===== config.mk =====
export PLATFORM = sky130hd
export DESIGN_NAME = prd_decoder
export DESIGN_NICKNAME = d
export VERILOG_FILES = /design/src/common/prd_pkg.sv /design/src/hdl/prd_decoder.sv
export SDC_FILE = /design/constraint.sdc
export NUM_CORES = 1
export LEC_CHECK = 0
export BUFFER_PORTS_ARGS = -buffer_cell sky130_fd_sc_hd__buf_4
export CORE_ASPECT_RATIO = 2
export CORE_MARGIN = 3
export CORE_UTILIZATION = 35
export CTS_CLUSTER_DIAMETER = 30
export DETAILED_ROUTE_END_ITERATION = 10
export PLACE_DENSITY = 0.65
export SYNTH_ARGS = -nofsm -noshare
export SYNTH_HDL_FRONTEND = slang
export SYNTH_SLANG_ARGS = --single-unit

===== constraint.sdc =====
create_clock -name clk -period 3.2 [get_ports clk]
set_input_delay 0.32 -clock clk [delete_from_list [all_inputs] [get_ports clk]]
set_output_delay 0.32 -clock clk [all_outputs]
set_load 0.005 [all_outputs]

===== src/common/prd_pkg.sv =====
// Constants and types shared by the private region decoder.
// Assumes a 32-bit byte address and a region of two 4KB pages.
package prd_pkg;

  // Widths of the address, base and in-region offset.
  localparam int ADDR_W = 32;
  localparam int BASE_W = 19;
  localparam int OFS_W  = 13;
  localparam int BASE_LSB = 13;
  localparam int SEL_W  = 5;

  // Offset windows inside the region, inclusive bounds.
  localparam logic [12:0] SCU_LO  = 13'h0000;
  localparam logic [12:0] SCU_HI  = 13'h00ff;
  localparam logic [12:0] ICI_LO  = 13'h0100;
  localparam logic [12:0] ICI_HI  = 13'h01ff;
  localparam logic [12:0] GTM_LO  = 13'h0200;
  localparam logic [12:0] GTM_HI  = 13'h02ff;
  localparam logic [12:0] RSV1_LO = 13'h0300;
  localparam logic [12:0] RSV1_HI = 13'h03ff;
  localparam logic [12:0] PTM_LO  = 13'h0600;
  localparam logic [12:0] PTM_HI  = 13'h06ff;
  localparam logic [12:0] RSV2_LO = 13'h0700;
  localparam logic [12:0] RSV2_HI = 13'h07ff;
  localparam logic [12:0] DIST_LO = 13'h1000;
  localparam logic [12:0] DIST_HI = 13'h1fff;

  // Transfer size codes on the core side.
  localparam logic [2:0] SIZE_BYTE  = 3'h0;
  localparam logic [2:0] SIZE_HALF  = 3'h1;
  localparam logic [2:0] SIZE_WORD  = 3'h2;
  localparam logic [2:0] SIZE_DWORD = 3'h3;
  localparam logic [3:0] STRB_FULL  = 4'hf;
  localparam logic [1:0] WORD_ALIGN = 2'h0;

  // Reset values of the held request.
  localparam logic [31:0] DATA_RST = 32'h0000_0000;
  localparam logic [4:0]  SEL_NONE = 5'h00;

  // Decoded destination of an access.
  typedef enum logic [2:0] {
    TGT_NONE = 3'b000,
    TGT_SCU  = 3'b001,
    TGT_ICI  = 3'b010,
    TGT_GTM  = 3'b011,
    TGT_PTM  = 3'b100,
    TGT_DIST = 3'b101
  } prd_target_type;

  // Sequencer states.
  typedef enum logic [1:0] {
    ST_IDLE  = 2'b00,
    ST_ISSUE = 2'b01,
    ST_RESP  = 2'b10
  } prd_state_type;

endpackage : prd_pkg


===== src/hdl/prd_decoder.sv =====
// Address decoder and access checker for the cluster private region.
// Assumes cores present one access at a time and each target answers
// with a one-cycle done pulse carrying its read data.
//
// What this block does
// RULE1 - The snoop control range takes byte and word sizes and refuses halfword and doubleword.
// RULE2 - A forbidden halfword or doubleword access aborts the requesting core with a slave error.
// RULE3 - A word write whose strobes are not all set aborts with a slave error.
// RULE4 - Requests from the coherency slave port never reach any register of the region.
// RULE5 - Offsets 0x0000 to 0x00ff select the snoop control unit registers.
// RULE6 - Offsets 0x0100 to 0x01ff select the per-core interrupt interfaces.
// RULE7 - Offsets 0x0200 to 0x02ff select the global timer.
// RULE8 - Offsets 0x0600 to 0x06ff select the private timers and watchdogs.
// RULE9 - Offsets 0x1000 to 0x1fff select the interrupt distributor.
// RULE10 - Offsets 0x0300 to 0x03ff and 0x0700 to 0x07ff reach no target and abort.
// RULE11 - The region is two 4KB pages based at the 19-bit base input on address bits 31 to 13.
// RULE12 - Timers and watchdogs accept only word accesses.
// RULE13 - Data is little-endian and load or store multiple accesses abort with a slave error.
// RULE14 - Unassigned offsets behave as reserved offsets.
// RULE15 - An abort goes back to the issuing core and a rejected write changes no target.
module prd_decoder
  import prd_pkg::*;
#(
  parameter int CORE_W = 1
) (
  input  wire logic                clk,
  input  wire logic                sys_rst,
  input  wire logic [BASE_W-1:0]   private_region_base_input,
  input  wire logic                req_valid,
  output logic                     req_ready,
  input  wire logic                req_write,
  input  wire logic [ADDR_W-1:0]   req_addr,
  input  wire logic [2:0]          req_size,
  input  wire logic [3:0]          req_strb,
  input  wire logic [31:0]         req_wdata,
  input  wire logic                req_multiple,
  input  wire logic                req_from_coherency_port,
  input  wire logic [CORE_W-1:0]   req_core,
  output logic                     tgt_valid,
  output logic [SEL_W-1:0]         tgt_sel,
  output logic                     tgt_write,
  output logic [OFS_W-1:0]         tgt_offset,
  output logic [3:0]               tgt_strb,
  output logic [31:0]              tgt_wdata,
  output logic [CORE_W-1:0]        tgt_core,
  input  wire logic                tgt_done,
  input  wire logic [31:0]         tgt_rdata,
  output logic                     rsp_valid,
  output logic                     rsp_error,
  output logic [31:0]              rsp_rdata,
  output logic [CORE_W-1:0]        rsp_core
);

  // Maps an in-region offset to its target; gaps decode to none.
  function automatic prd_target_type decode_offset(input logic [OFS_W-1:0] ofs);
    prd_target_type t;
    t = TGT_NONE;
    // RULE5 snoop control window.
    if (ofs >= SCU_LO && ofs <= SCU_HI) begin
      t = TGT_SCU;
    end
    // RULE6 interrupt interface window.
    if (ofs >= ICI_LO && ofs <= ICI_HI) begin
      t = TGT_ICI;
    end
    // RULE7 global timer window.
    if (ofs >= GTM_LO && ofs <= GTM_HI) begin
      t = TGT_GTM;
    end
    // RULE8 private timer window.
    if (ofs >= PTM_LO && ofs <= PTM_HI) begin
      t = TGT_PTM;
    end
    // RULE9 distributor page.
    if (ofs >= DIST_LO && ofs <= DIST_HI) begin
      t = TGT_DIST;
    end
    // RULE10 reserved windows.
    if ((ofs >= RSV1_LO && ofs <= RSV1_HI) ||
        (ofs >= RSV2_LO && ofs <= RSV2_HI)) begin
      t = TGT_NONE;
    end
    return t;
  endfunction : decode_offset

  // Tells whether a size is legal for a target.
  function automatic logic size_allowed(input prd_target_type t,
                                        input logic [2:0] size);
    logic ok;
    ok = 1'b0;
    unique case (t)
      // RULE12 timers take words only.
      TGT_GTM, TGT_PTM: ok = (size == SIZE_WORD);
      // RULE1 byte or word, never halfword or doubleword.
      TGT_SCU, TGT_ICI, TGT_DIST: ok = (size == SIZE_BYTE) || (size == SIZE_WORD);
      TGT_NONE: ok = 1'b0;
      default: ok = 1'b0;
    endcase
    return ok;
  endfunction : size_allowed

  // The base pins are a strap from outside logic, so they are synchronised.
  logic [BASE_W-1:0] base_meta;
  logic [BASE_W-1:0] base_sync;

  always_ff @(posedge clk) begin
    if (sys_rst) begin
      base_meta <= '0;
      base_sync <= '0;
    end else begin
      base_meta <= private_region_base_input;
      base_sync <= base_meta;
    end
  end

  // Held request and sequencer state.
  prd_state_type     state;
  logic              q_write;
  logic [OFS_W-1:0]  q_ofs;
  logic [3:0]        q_strb;
  logic [31:0]       q_wdata;
  logic [CORE_W-1:0] q_core;
  logic [SEL_W-1:0]  q_sel;
  logic              q_error;
  logic [31:0]       q_rdata;

  prd_state_type     next_state;
  logic              next_write;
  logic [OFS_W-1:0]  next_ofs;
  logic [3:0]        next_strb;
  logic [31:0]       next_wdata;
  logic [CORE_W-1:0] next_core;
  logic [SEL_W-1:0]  next_sel;
  logic              next_error;
  logic [31:0]       next_rdata;

  // Checks on the presented request.
  logic           accept;
  logic           in_region;
  logic [OFS_W-1:0] req_ofs;
  prd_target_type req_tgt;
  logic           bad_word;
  logic           fault;

  assign req_ready = (state == ST_IDLE);
  assign accept    = req_valid && req_ready;
  assign req_ofs   = req_addr[OFS_W-1:0];
  assign req_tgt   = decode_offset(req_ofs);

  // RULE11 two pages above the synchronised base.
  assign in_region = (req_addr[ADDR_W-1:BASE_LSB] == base_sync);

  // RULE3 word must carry all strobes; misaligned words are refused too.
  assign bad_word = (req_size == SIZE_WORD) &&
                    ((req_strb != STRB_FULL) || (req_addr[1:0] != WORD_ALIGN));

  // RULE14 unassigned gaps fall out as no target and hence fault.
  // RULE4 coherency port traffic and RULE13 multiples are refused here.
  // RULE2 forbidden halfword and doubleword sizes abort through the size check.
  assign fault = !in_region || req_from_coherency_port || req_multiple ||
                 (req_tgt == TGT_NONE) || !size_allowed(req_tgt, req_size) ||
                 bad_word;

  // Next values of the sequencer and the held request.
  always_comb begin
    next_state = state;
    next_write = q_write;
    next_ofs   = q_ofs;
    next_strb  = q_strb;
    next_wdata = q_wdata;
    next_core  = q_core;
    next_sel   = q_sel;
    next_error = q_error;
    next_rdata = q_rdata;
    unique case (state)
      ST_IDLE: begin
        if (accept) begin
          next_core  = req_core;
          next_write = req_write;
          next_ofs   = req_ofs;
          next_strb  = req_strb;
          next_wdata = req_wdata;
          next_rdata = DATA_RST;
          // RULE15 a fault skips the target so no register state moves.
          if (fault) begin
            next_error = 1'b1;
            next_sel   = SEL_NONE;
            next_state = ST_RESP;
          end else begin
            next_error = 1'b0;
            next_sel   = SEL_W'(1) << (3'(req_tgt) - 3'd1);
            next_state = ST_ISSUE;
          end
        end
      end
      ST_ISSUE: begin
        // Data passes unswapped: the region is little-endian only.
        if (tgt_done) begin
          next_rdata = q_write ? DATA_RST : tgt_rdata;
          next_sel   = SEL_NONE;
          next_state = ST_RESP;
        end
      end
      ST_RESP: begin
        next_state = ST_IDLE;
      end
      default: begin
        next_state = ST_IDLE;
      end
    endcase
  end

  // Registers of the sequencer.
  always_ff @(posedge clk) begin
    if (sys_rst) begin
      state   <= ST_IDLE;
      q_write <= 1'b0;
      q_ofs   <= '0;
      q_strb  <= '0;
      q_wdata <= DATA_RST;
      q_core  <= '0;
      q_sel   <= SEL_NONE;
      q_error <= 1'b0;
      q_rdata <= DATA_RST;
    end else begin
      state   <= next_state;
      q_write <= next_write;
      q_ofs   <= next_ofs;
      q_strb  <= next_strb;
      q_wdata <= next_wdata;
      q_core  <= next_core;
      q_sel   <= next_sel;
      q_error <= next_error;
      q_rdata <= next_rdata;
    end
  end

  // Target side outputs come straight from the held request.
  assign tgt_valid  = (state == ST_ISSUE);
  assign tgt_sel    = q_sel;
  assign tgt_write  = q_write;
  assign tgt_offset = q_ofs;
  assign tgt_strb   = q_strb;
  assign tgt_wdata  = q_wdata;
  assign tgt_core   = q_core;

  // RULE15 the answer carries the issuing core back.
  assign rsp_valid = (state == ST_RESP);
  assign rsp_error = (state == ST_RESP) && q_error;
  assign rsp_rdata = q_rdata;
  assign rsp_core  = q_core;
endmodule : prd_decoder


==> impl_summary.txt <==
----------------------------------------------------
[STA]
  Period minus WS final ... 1960 ps
  Tcrit/Tclk final ... 61.4%
  Worst max-slew margin expressed relative to the limit ... 58.2%
  Worst clock skew ... 8.06 ps
  Final setup violation count ... 0
  Setup total negative slack ... 0 ps
  FMAX ... 509 MHz
  Number of endpoints with negative hold slack in the final report ... 0
  Worst Max-Slew Pin Slew ... 627 ps
  Final-report max-slew violation count ... 0
  Unrepaired setup endpoints after global routing ... false

[Die]
  Die area ... 0.0146 mm2
  Die W ... 86.9 um
  Vertical extent of the die ... 168 um
  Ports placed on the boundary ... 223
  Initial Utilization ... 36.1%
  Number of rows in the core area ... 58
  Area of the placeable core ... 0.0127 mm2

[Clock tree]
  Cts bufs inserted ... 17
  Cts repair resizes ... 0
  Clock latency on the worst-skew pair ... 400 ps
  Clock tree from TritonCTS ... built
  Number of hold buffers added after cts ... 0
  Number of clock sinks ... 129
  H-tree lvl count ... 4
  Library cell used as clock root buffer ... sky130_fd_sc_hd__clkbuf_16
  Clock slew seen by the registers of the worst setup and hold paths ... 50 ps
  Post-CTS setup buffer count ... 0
  Bufs on Longest Clock Path ... 2

[Yosys]
  Number of distinct library cell variants in the gate-level netlist after synthesis ... 37
  Number of synthesized flops with an enable pin ... 0
  Top-area cell type share of the netlist area ... 56.4%
  Syn nets ... 660
  Average cell area after synthesis ... 8.66 um2
  Proportion of register bits with asynchronous set or reset after synthesis ... 0%
  Cell types occupying the most area after synthesis ... sky130_fd_sc_hd__dfxtp_1 56%, sky130_fd_sc_hd__nand2_1 12%, sky130_fd_sc_hd__a21oi_1 9.2%, sky130_fd_sc_hd__nor2b_1 5.3%, sky130_fd_sc_hd__nand3_1 3.6%
  Count of state elements after synthesis ... 129
  Dominant cell type by area after synthesis ... sky130_fd_sc_hd__dfxtp_1
  Sequential cell area fraction in the yosys report ... 56.4%
  Number of warnings issued by yosys ... 0
  Dominant synthesized flop cell ... sky130_fd_sc_hd__dfxtp_1
  Number of instances in the synthesized netlist ... 529
  Synthesized area ... 0.00458 mm2

[Setup path]
  Largest fanout on the critical path ... 28
  Type of destination of the critical path ... register
  Cell type of the slowest stage on the worst timing path ... sky130_fd_sc_hd__and2_2
  Endpoint required time on the critical path ... 3510 ps
  Maximum cell stage delay along the critical path ... 520 ps
  Start-to-end type of the worst setup path ... register to register
  Data arrival time of the critical path ... 2280 ps
  Cell breakdown of the critical path ... nor2_2 -> and2_2 -> nand2_1 -> or4_1 -> o22ai_1
  Startpoint type of the worst setup path ... register

[Job]
  Max-capacitance violation count ... 0

[Place]
  Quantity of I/O buffers inserted on ports ... 222
  Detailed-placement wirelength estimate ... 10.3 mm
  RD Place Congestion ... 0.776
  Post-placement cell area ... 0.00634 mm2

[Layout]
  Final design instance area without fill ... 0.00696 mm2
  Most frequent cells in the layout ... 228 x sky130_fd_sc_hd__buf_4, 141 x sky130_fd_sc_hd__nand2_1, 129 x sky130_fd_sc_hd__dfxtp_1
  Net total in the final layout ... 871
  Number of antenna repair diodes ... 0
  Most frequent standard cell in the layout excluding fill and tap cells ... sky130_fd_sc_hd__buf_4
  Growth of design area from synthesis to finish ... 52.0%
  Ratio of cells with drive above 1 in the final layout ... 35.6%
  End-of-flow core utilization ... 54.8%

[Power]
  Total internal power ... 3210 uW
  Combinational share of power ... 9.3%
  Net switching power ... 874 uW
  Proportion of power drawn by the clock network ... 49.2%
  Leak ... 0.00306 uW
  Fraction of power spent switching nets ... 21.4%
  Worst VDD drop ... 433 uV
  Sequential cell fraction of total power ... 41.5%
  Power density of the placed cells ... 587 mW/mm2

[Route]
  Final Routed Wirelength ... 13.5 mm
  Detailed router's first-iteration violation count ... 189
  Vias ... 4288
  Post-detailed-route DRC marker count ... 0
  Number of detailed-routing iterations run before antenna repair ... 4
  Routed WL per cell ... 15.0 um
  Routed Antenna Nets ... 0
  Vias per inst ... 4.75

[Global route]
  First-pass GRT wire length ... 21.1 mm
  Overall overflow remaining after global route ... 0
  Antenna violations before repair ... 0
  Maximum number of pins on one net before global-route repair ... 61
  Via count of the first global-routing pass ... 4340
  Overall routing resource usage ... 18.5%

[Hold path]
  Hold Crit Class ... input pin to register

[Status]
  Status ... completed

----------------------------------------------------
## registers in the layout, summed over array words and instances, names as in the netlist
register	flops
tgt_strb	4
tgt_wdata	32
base_meta	19
state	2
tgt_sel	5
q_error	1
rsp_rdata	32
tgt_write	1
tgt_offset	13
base_sync	19
rsp_core	1
## metrics by stage
stage / cells / total power, uW / hold WS [ps] / worst slack, ps
after global placement: 871 / 2110 / 416 / 1130
after detailed placement: 871 / 2120 / 423 / 1040
final: 902 / 4090 / 132 / 1240
after global routing: 902 / 4240 / 130 / 1050
after CTS: 902 / 4130 / 117 / 1160
after floorplan: 529 / 1880 / 414 / 1400
## final timing paths
kind | startpoint | to | slack (ps) | cells past startpoint
max | state[1] | tgt_sel[2] | 1240 | 5
min | private_region_base_input[11] | base_meta[11] | 130 | 2
max reg2reg | state[1] | tgt_sel[2] | 1240 | 5
min reg2reg | base_meta[0] | base_sync[0] | 430 | 1
## power by group through the flow
stage / sequential (uW) / combinational (uW) / clock [uW]
final: 1700 / 380 / 2010
after CTS: 1700 / 386 / 2050
after global placement: 1730 / 376 / 0
after floorplan: 1730 / 149 / 0
after global routing: 1700 / 420 / 2120
after detailed placement: 1730 / 385 / 0
## synthesized netlist by cell type, types with 3 or more instances
| cell type | number |
|---|---|
| sky130_fd_sc_hd__nand4_1 | 3 |
| sky130_fd_sc_hd__nor2_1 | 8 |
| sky130_fd_sc_hd__dfxtp_1 | 129 |
| sky130_fd_sc_hd__nor4_1 | 4 |
| sky130_fd_sc_hd__nand2_1 | 142 |
| sky130_fd_sc_hd__a21oi_1 | 84 |
| sky130_fd_sc_hd__buf_1 | 4 |
| sky130_fd_sc_hd__nor3_1 | 4 |
| sky130_fd_sc_hd__xor2_1 | 17 |
| sky130_fd_sc_hd__clkbuf_1 | 29 |
| sky130_fd_sc_hd__nor2b_1 | 39 |
| sky130_fd_sc_hd__nand3_1 | 33 |
## routing by layer
layer	GRT usage (%)	vias up	part of all wire [%]
met3	6.06	18	7.2
met1	18.3	1948	36
met2	34.6	159	55
met5	0	-	0
met4	6.38	0	2.1
li1	-	2163	-
## cells by family (layout without fill, tap and decap cells)
logic type / after synthesis / in the layout / share of synthesized area [%]
flops: 129 / 129 / 56.4
fa+ha+maj: 1 / 1 / 0.273
buf+inv: 38 / 261 / 3.31
xor+xnor: 19 / 19 / 3.63
compound gates: 94 / 94 / 11.1
mux: 1 / 1 / 0.219
simple gates: 247 / 247 / 25.1
## worst max-delay path: cells and delay by family (launching register included)
family / cells / cell delay (ps)
flops: 1 / 340
simple gates: 4 / 1360
compound gates: 1 / 170
## area by class of cell
class,count,area [um2]
Fill cell,1223,5740
Tap cell,150,188
Clock inverter,10,159
Timing Repair Buffer,228,1710
Inverter,2,7.51
Sequential cell,129,2580
Clock buffer,21,460
Multi-Input combinational cell,362,1850
(Power assumes the default switching activity.)
